`src/hdl/rsf_map.vh`:
```
// Purpose: register map, field positions, reset values and timing of the
//          reset source flag block
// Assumes: 8-bit register port, 250 MHz system clock
// Notes:   definitions only
`ifndef RSF_MAP_VH
`define RSF_MAP_VH

// ----------------------------------------
// register addresses
// ----------------------------------------
`define RSF_ADDR_CAUSE 8'hef
`define RSF_ADDR_STATUS 8'hf0
`define RSF_ADDR_MASK 8'hf1

// ----------------------------------------
// field positions, same layout in all three registers
// ----------------------------------------
`define RSF_BIT_PIN 0
`define RSF_BIT_PWR 1
`define RSF_BIT_CLK 2
`define RSF_BIT_WDT 3
`define RSF_BIT_SW 4
`define RSF_BIT_CMP 5
`define RSF_BIT_FLASH 6
`define RSF_NFLAG 7

// ----------------------------------------
// reset values
// ----------------------------------------
`define RSF_FLAGS_POR 7'h02
`define RSF_STATUS_RST 7'h00
`define RSF_MASK_RST 7'h00
`define RSF_SYNC_RST 4'h3

// ----------------------------------------
// timing
// ----------------------------------------
`define RSF_CLK_PERIOD_NS 4
`define RSF_HOLD_NS 100
`define RSF_HOLD_CYC (((`RSF_HOLD_NS) + (`RSF_CLK_PERIOD_NS) - 1) / (`RSF_CLK_PERIOD_NS))

`endif

```
`src/hdl/rsf_sync2.v`:
```
// Purpose: two flip-flop synchroniser for asynchronous levels
// Assumes: synchronous active-low reset
// Notes:   first stage is read only by the second stage
`timescale 1ns/1ps

module rsf_sync2 #(
   parameter WIDTH = 4,
   parameter [WIDTH-1:0] RST_VAL = {WIDTH{1'b0}}
) (
   // clock and reset
   input wire clk_i,
   input wire rst_n_i,
   // levels
   input wire [WIDTH-1:0] d_i,
   output wire [WIDTH-1:0] q_o
);

   reg [WIDTH-1:0] meta_ff;
   reg [WIDTH-1:0] sync_ff;

   always @(posedge clk_i) begin
      if (!rst_n_i) begin
         meta_ff <= RST_VAL;
         sync_ff <= RST_VAL;
      end else begin
         meta_ff <= d_i;
         sync_ff <= meta_ff;
      end
   end

   assign q_o = sync_ff;

endmodule // rsf_sync2

```
`src/hdl/rsf_reset_flags.v`:
```
// Purpose: reset source enables and flags, system reset request and hold
// Assumes: RST_N_I is the power-on reset of this block; all other system
//          resets are requested by SYS_RESET_O and leave this block running
// Notes:   flags update once, when the hold of a system reset ends
//
// Contract
// - after a flash fault reset the flash flag reads 1; writes ignored
// - writing 1 to the comparator bit enables comparator 0 low as reset
// - comparator bit reads 1 if comparator 0 caused the last reset
// - writing 1 to the software bit starts a system reset at once
// - software bit reads 1 after a software forced reset
// - watchdog flag reads 1 after watchdog overflow reset; read-only
// - writing 1 to clock loss bit arms detector; armed detector resets
// - clock loss bit reads 1 after a clock loss reset
// - writing 1 to the power bit makes the supply monitor a source
// - power flag set after every power-on and supply monitor reset
// - while power flag is 1 other flags are undefined
// - pin flag reads 1 after an external pin reset; read-only
// - writing 0 to clock loss bit disables the detector
//
// Chosen here: the address-and-strobe port.
`timescale 1ns/1ps
`include "rsf_map.vh"

module rsf_reset_flags (
   // clock and reset
   input wire CLK_I,
   input wire RST_N_I,
   // register port
   input wire [7:0] ADDR_I,
   input wire [7:0] WDATA_I,
   input wire WR_I,
   input wire RD_I,
   output wire [7:0] RDATA_O,
   // asynchronous reset sources
   input wire RST_PIN_N_I,
   input wire CMP0_OUT_I,
   input wire SUPPLY_LOW_I,
   input wire CLK_MISSING_I,
   // synchronous reset sources
   input wire WDT_OVF_I,
   input wire FLASH_FAULT_I,
   // system reset and enables
   output wire SYS_RESET_O,
   output wire CMP_RST_EN_O,
   output wire CLK_LOSS_EN_O,
   output wire SUPPLY_RST_EN_O,
   // interrupt
   output wire IRQ_O
);

   // ----------------------------------------
   // constants
   // ----------------------------------------
   localparam ST_RUN = 1'b0;
   localparam ST_HOLD = 1'b1;
   localparam [31:0] HOLD_LAST = `RSF_HOLD_CYC - 1;
   localparam [7:0] HOLD_LOAD = HOLD_LAST[7:0];

   function addr_hit;
      input [7:0] addr;
      input [7:0] target;
      begin
         addr_hit = (addr == target);
      end
   endfunction

   // one cause only; pin first since it also stretches the hold
   function [`RSF_NFLAG-1:0] pick_cause;
      input [`RSF_NFLAG-1:0] req;
      begin
         pick_cause = {`RSF_NFLAG{1'b0}};
         if (req[`RSF_BIT_PIN]) begin
            pick_cause[`RSF_BIT_PIN] = 1'b1;
         end else if (req[`RSF_BIT_PWR]) begin
            pick_cause[`RSF_BIT_PWR] = 1'b1;
         end else if (req[`RSF_BIT_CLK]) begin
            pick_cause[`RSF_BIT_CLK] = 1'b1;
         end else if (req[`RSF_BIT_WDT]) begin
            pick_cause[`RSF_BIT_WDT] = 1'b1;
         end else if (req[`RSF_BIT_FLASH]) begin
            pick_cause[`RSF_BIT_FLASH] = 1'b1;
         end else if (req[`RSF_BIT_CMP]) begin
            pick_cause[`RSF_BIT_CMP] = 1'b1;
         end else if (req[`RSF_BIT_SW]) begin
            pick_cause[`RSF_BIT_SW] = 1'b1;
         end
      end
   endfunction

   // ----------------------------------------
   // state
   // ----------------------------------------
   reg state_ff;
   reg [7:0] cnt_ff;
   reg [`RSF_NFLAG-1:0] cause_ff;
   reg [`RSF_NFLAG-1:0] flags_ff;
   reg cmp_en_ff;
   reg clk_en_ff;
   reg sup_en_ff;
   reg sys_rst_ff;
   reg [`RSF_NFLAG-1:0] status_ff;
   reg [`RSF_NFLAG-1:0] mask_ff;
   reg irq_ff;
   reg [7:0] rdata_ff;

   reg nxt_state;
   reg [7:0] nxt_cnt;
   reg [`RSF_NFLAG-1:0] nxt_cause;
   reg [`RSF_NFLAG-1:0] nxt_flags;
   reg nxt_cmp_en;
   reg nxt_clk_en;
   reg nxt_sup_en;
   reg [`RSF_NFLAG-1:0] stat_set;
   reg [`RSF_NFLAG-1:0] nxt_mask;
   reg [7:0] nxt_rdata;
   wire [`RSF_NFLAG-1:0] nxt_status;

   // ----------------------------------------
   // input synchronisers
   // ----------------------------------------
   wire [3:0] sync_q;
   wire pin_n_s;
   wire cmp_s;
   wire sup_low_s;
   wire clk_miss_s;

   rsf_sync2 #(
      .WIDTH(4),
      .RST_VAL(`RSF_SYNC_RST)
   ) u_sync (
      .clk_i(CLK_I),
      .rst_n_i(RST_N_I),
      .d_i({CLK_MISSING_I, SUPPLY_LOW_I, CMP0_OUT_I, RST_PIN_N_I}),
      .q_o(sync_q)
   );

   assign pin_n_s = sync_q[0];
   assign cmp_s = sync_q[1];
   assign sup_low_s = sync_q[2];
   assign clk_miss_s = sync_q[3];

   // ----------------------------------------
   // bus decode and reset requests
   // ----------------------------------------
   wire in_run;
   wire wr_cause;
   wire wr_status;
   wire wr_mask;
   wire [`RSF_NFLAG-1:0] req;

   // the cpu is held in reset during the hold, so its writes are dropped
   assign in_run = (state_ff == ST_RUN);
   assign wr_cause = WR_I & in_run & addr_hit(ADDR_I, `RSF_ADDR_CAUSE);
   assign wr_status = WR_I & in_run & addr_hit(ADDR_I, `RSF_ADDR_STATUS);
   assign wr_mask = WR_I & in_run & addr_hit(ADDR_I, `RSF_ADDR_MASK);

   assign req[`RSF_BIT_PIN] = ~pin_n_s;
   assign req[`RSF_BIT_PWR] = sup_en_ff & sup_low_s;
   assign req[`RSF_BIT_CLK] = clk_en_ff & clk_miss_s;
   assign req[`RSF_BIT_WDT] = WDT_OVF_I;
   assign req[`RSF_BIT_SW] = wr_cause & WDATA_I[`RSF_BIT_SW];
   assign req[`RSF_BIT_CMP] = cmp_en_ff & ~cmp_s;
   assign req[`RSF_BIT_FLASH] = FLASH_FAULT_I;

   // ----------------------------------------
   // sequencer
   // ----------------------------------------
   always @* begin
      nxt_state = state_ff;
      nxt_cnt = cnt_ff;
      nxt_cause = cause_ff;
      nxt_flags = flags_ff;
      nxt_cmp_en = cmp_en_ff;
      nxt_clk_en = clk_en_ff;
      nxt_sup_en = sup_en_ff;
      stat_set = {`RSF_NFLAG{1'b0}};
      case (state_ff)
         ST_RUN: begin
            // flag bits are not stored by writes; only enables are
            if (wr_cause) begin
               nxt_cmp_en = WDATA_I[`RSF_BIT_CMP];
               nxt_clk_en = WDATA_I[`RSF_BIT_CLK];
               nxt_sup_en = WDATA_I[`RSF_BIT_PWR];
            end
            if (|req) begin
               // a system reset clears every source enable
               nxt_state = ST_HOLD;
               nxt_cnt = HOLD_LOAD;
               nxt_cause = pick_cause(req);
               nxt_cmp_en = 1'b0;
               nxt_clk_en = 1'b0;
               nxt_sup_en = 1'b0;
            end
         end
         ST_HOLD: begin
            if (cnt_ff != 8'h00) begin
               nxt_cnt = cnt_ff - 8'h01;
            end else if (pin_n_s) begin
               // pin held low stretches the hold
               nxt_state = ST_RUN;
               nxt_flags = cause_ff;
               stat_set = cause_ff;
            end
         end
         default: begin
            nxt_state = ST_RUN;
         end
      endcase
   end

   always @(posedge CLK_I) begin
      if (!RST_N_I) begin
         state_ff <= ST_RUN;
         cnt_ff <= 8'h00;
         cause_ff <= {`RSF_NFLAG{1'b0}};
         flags_ff <= `RSF_FLAGS_POR;
         cmp_en_ff <= 1'b0;
         clk_en_ff <= 1'b0;
         sup_en_ff <= 1'b0;
         sys_rst_ff <= 1'b0;
      end else begin
         state_ff <= nxt_state;
         cnt_ff <= nxt_cnt;
         cause_ff <= nxt_cause;
         flags_ff <= nxt_flags;
         cmp_en_ff <= nxt_cmp_en;
         clk_en_ff <= nxt_clk_en;
         sup_en_ff <= nxt_sup_en;
         sys_rst_ff <= (nxt_state == ST_HOLD);
      end
   end

   // ----------------------------------------
   // interrupt status, write one to clear
   // ----------------------------------------
   genvar gi;
   generate
      for (gi = 0; gi < `RSF_NFLAG; gi = gi + 1) begin : g_stat
         // a set in the clearing cycle wins
         assign nxt_status[gi] = stat_set[gi]
            | (status_ff[gi] & ~(wr_status & WDATA_I[gi]));
      end
   endgenerate

   always @* begin
      nxt_mask = mask_ff;
      if (wr_mask) begin
         nxt_mask = WDATA_I[`RSF_NFLAG-1:0];
      end
   end

   always @(posedge CLK_I) begin
      if (!RST_N_I) begin
         status_ff <= `RSF_STATUS_RST;
         mask_ff <= `RSF_MASK_RST;
         irq_ff <= 1'b0;
      end else begin
         status_ff <= nxt_status;
         mask_ff <= nxt_mask;
         irq_ff <= |(nxt_status & nxt_mask);
      end
   end

   // ----------------------------------------
   // read port
   // ----------------------------------------
   always @* begin
      nxt_rdata = 8'h00;
      if (RD_I) begin
         if (addr_hit(ADDR_I, `RSF_ADDR_CAUSE)) begin
            // top bit unused, reads zero
            nxt_rdata = {1'b0, flags_ff};
         end else if (addr_hit(ADDR_I, `RSF_ADDR_STATUS)) begin
            nxt_rdata = {1'b0, status_ff};
         end else if (addr_hit(ADDR_I, `RSF_ADDR_MASK)) begin
            nxt_rdata = {1'b0, mask_ff};
         end
      end
   end

   always @(posedge CLK_I) begin
      if (!RST_N_I) begin
         rdata_ff <= 8'h00;
      end else begin
         rdata_ff <= nxt_rdata;
      end
   end

   // ----------------------------------------
   // outputs
   // ----------------------------------------
   assign RDATA_O = rdata_ff;
   assign SYS_RESET_O = sys_rst_ff;
   assign CMP_RST_EN_O = cmp_en_ff;
   assign CLK_LOSS_EN_O = clk_en_ff;
   assign SUPPLY_RST_EN_O = sup_en_ff;
   assign IRQ_O = irq_ff;

endmodule // rsf_reset_flags

```
`config.mk`:
```
export PLATFORM = sky130hd
export DESIGN_NAME = rsf_reset_flags
export DESIGN_NICKNAME = d
export VERILOG_FILES = /design/src/hdl/rsf_sync2.v /design/src/hdl/rsf_reset_flags.v
export VERILOG_INCLUDE_DIRS = /design/src /design/src/hdl
export SDC_FILE = /design/constraint.sdc
export NUM_CORES = 1
export LEC_CHECK = 0
export ABC_AREA = 0
export BUFFER_PORTS_ARGS = -buffer_cell sky130_fd_sc_hd__buf_2
export CAP_MARGIN = 5
export CORE_MARGIN = 3
export CORE_UTILIZATION = 51
export CTS_CLUSTER_DIAMETER = 30
export DETAILED_ROUTE_END_ITERATION = 6
export PLACE_DENSITY = 0.81
export SLEW_MARGIN = 30
export SYNTH_ARGS = -nofsm -noshare
export SYNTH_HDL_FRONTEND = slang
export SYNTH_HIERARCHICAL = 1
export SYNTH_SLANG_ARGS = --single-unit
```
`constraint.sdc`:
```
create_clock -name CLK_I -period 6.8 [get_ports CLK_I]
set_input_delay 2.04 -clock CLK_I [delete_from_list [all_inputs] [get_ports CLK_I]]
set_output_delay 2.04 -clock CLK_I [all_outputs]
set_load 0.01 [all_outputs]
```
==> reports/qor.yml <==
status:
  status: "completed"
placement:
  hpwlAfterDp_um: 3929
  gp_congestion: 0.9114
  dpl_cell_area_sq_um: 2654
  dp_slack_ns: 2.684
  dp_cells: 343
  portBuffers: 36
synthesis:
  synth_ff_type: "dfxtp_1"
  synth_top_area_share: 0.4560
  synth_cell_type_count: 50
  synth_most_common_cell: "dfxtp_1"
  synth_compound_area_frac: 0.1847
  synthAdderAreaFrac: 0.01018
  synth_top_family_by_area: "simple AND/OR/NAND/NOR gates"
  synth_area_sq_um: 2459
  syn_inst: 268
  syn_nets: 296
  yosys.area.top_type: "dfxtp_1"
  synthMuxAreaShare: 0.05802
  synthSimpleGateAreaFrac: 0.2438
  yosys-top-cells-count: "dfxtp_1, nand2_1, a21oi_1"
  avgSynthCellArea_sq_um: 9.174
  ys_async_sr_fraction: 0
  ys_seq_area_frac: 0.4560
  yosysWarnings: 6
  synth_seq_cells: 56
  yosys-top-cells-area: "dfxtp_1, and2_1, a21oi_1"
  synth_edf_count: 0
  synth_xor_xnor_area_share: 0
power:
  vdd_ir_drop_max_mv: 0.1647
  p_per_area_nw_per_um2: 251.5
  finalPower_uw: 699.7
  cellLeakagePower_nw: 1.110
floorplan:
  ios: 39
  dieArea_sq_um: 5690
  rows: 24
  die-width_um: 75.43
  die_h_um: 75.43
  floorplan.initialDensity: 0.5458
  core_sq_um: 4504
clock_tree:
  cts_buffers: 5
  htree_levels: 2
  path_clk_slew_ns: 0.10
  cts_sinks: 56
  cts-hold-fix-buffers: 0
  cts_tree: "done"
  cts_setup_buffers: 0
  clockBufferDepth: 2
  post_cts_resized: 0
  cts_root_buffer: "clkbuf_8"
  clock_latency_ns: 0.30
routing:
  wl_met3_um: 296
  dr_total_vias: 2056
  routed_wl_um: 5593
  drt_iter0_markers: 146
  via_per_inst: 5.874
  drc: 0
  highest_layer: "met4"
  wl_met2_um: 2653
  detail_route.wl_per_cell_um: 15.98
  ant_nets: 0
  drt-met1-wl_um: 2573
  drtPass1Iterations: 4
sta:
  hold_viol_final: 0
  post-route-period-util: 0.5579
  whs_ns: 0.4177
  fin_ws_ns: 3.006
  setup_viol: 0
  fmax_mhz: 263.6
  drv_slew: 0
  rsz0062_at_grt: "no"
  max_slew.worst_pin.slew_ns: 0.7355
  min_period_ns: 3.794
  max_slew_margin: 0.5083
  setup_tns_ns: 0
  skew_ns: 0.007264
final_layout:
  fin_nets: 326
  antenna_cells: 0
  area_growth_pct: 13.18
  post-route-util: 0.6178
  drive_gt1_frac: 0.1980
  final_cell_area_sq_um: 2783
  final_cells: 350
setup_path:
  crit_path_max_incr_delay_ns: 0.57
  required_ns: 6.98
  cp_cell_sequence: "buf_2 -> nand4_2 -> nand4bb_1 -> mux2_4 -> a222oi_1 -> a31oi_1"
  cp_slowest_cell: "nand4bb_1"
  worstSetupPathType: "primary input to flip-flop"
  critPathArrivalTime_ns: 3.97
  reg2reg_depth: 7
  critPathLaunchType: "primary input"
  crit_fanout: 10
  cp-end-kind: "flip-flop"
global_route:
  grt_pass1_vias: 1945
  grt_max_degree: 35
  grtUsageTotal: 0.2105
  grt_pass1_wl_um: 9149
  gr-total-overflow: 0
  antenna_found_initial: 0
worst_hold_path:
  worstHoldPathCells: 1
  timing.hold.worst.class: "flip-flop to flip-flop"
flow_run:
  timing.max_cap.violations: 0
routing by layer:
layer | GRT usage | vias up
li1 | - | 1029
met4 | 0.04854 | 0
met3 | 0.03694 | 7
met2 | 0.3672 | 68
met5 | 0 | -
met1 | 0.2713 | 952
worst max-delay path, delay by kind of cell:
family	cells	cell delay, ns
muxes	1	0.45
buffers and inverters	1	0.10
AOI/OAI and AO/OA	2	0.53
and+or+nand+nor	2	0.85
report_power, final:
group / internal, mW / total [mW] / leakage (nW) / switching [mW]
Clock: 0.145 / 0.249 / 0.0642 / 0.104
Sequential: 0.340 / 0.352 / 0.455 / 0.0116
Combinational: 0.0401 / 0.0993 / 0.590 / 0.0592
Total: 0.525 / 0.700 / 1.11 / 0.175
worst paths after layout:
kind                startpoint             to  slack [ns]
max                  ADDR_I[6]          IRQ_O        3.01
min          u_sync/meta_ff[0]  u_sync/q_o[0]        0.42
max reg2reg          cnt_ff[0]          IRQ_O        4.18
min reg2reg  u_sync/meta_ff[0]  u_sync/q_o[0]        0.42
cells by family (layout without fill, tap and decap cells):
logic type,Yosys count,in the layout
buf+inv,26,56
compound gates,70,70
fa+ha+maj,2,2
flops,56,56
simple gates,100,100
other cells,1,1
mux,13,13
area by class of cell:
cell class	instances	area, sq um
Clock inverter	2	60.06
Clock buffer	5	68.82
Multi-Input combinational cell	186	1231
Inverter	11	41.29
Tap cell	52	65.06
Sequential cell	56	1121
Fill cell	409	1722
Timing Repair Buffer	38	195.2
cells in the final DEF, fill, tap and decap left out, types with 6 or more instances in the layout:
master	count
nor2_1	15
buf_2	36
nand3b_1	9
inv_1	10
o31ai_1	7
dfxtp_1	56
a21oi_1	18
o21ai_1	9
a22oi_1	8
and2_1	17
nand2_1	20
mux2i_1	6
o21ai_0	7
flip-flops by register name (all words and copies together) (netlist names):
register	cells
flags_ff	7
SUPPLY_RST_EN_O	1
RDATA_O	7
IRQ_O	1
SYS_RESET_O	1
CLK_LOSS_EN_O	1
mask_ff	7
cnt_ff	8
status_ff	7
CMP_RST_EN_O	1
u_sync/meta_ff	4
u_sync/q_o	4
cause_ff	7
No activity file was read; power rests on OpenSTA's default activity.
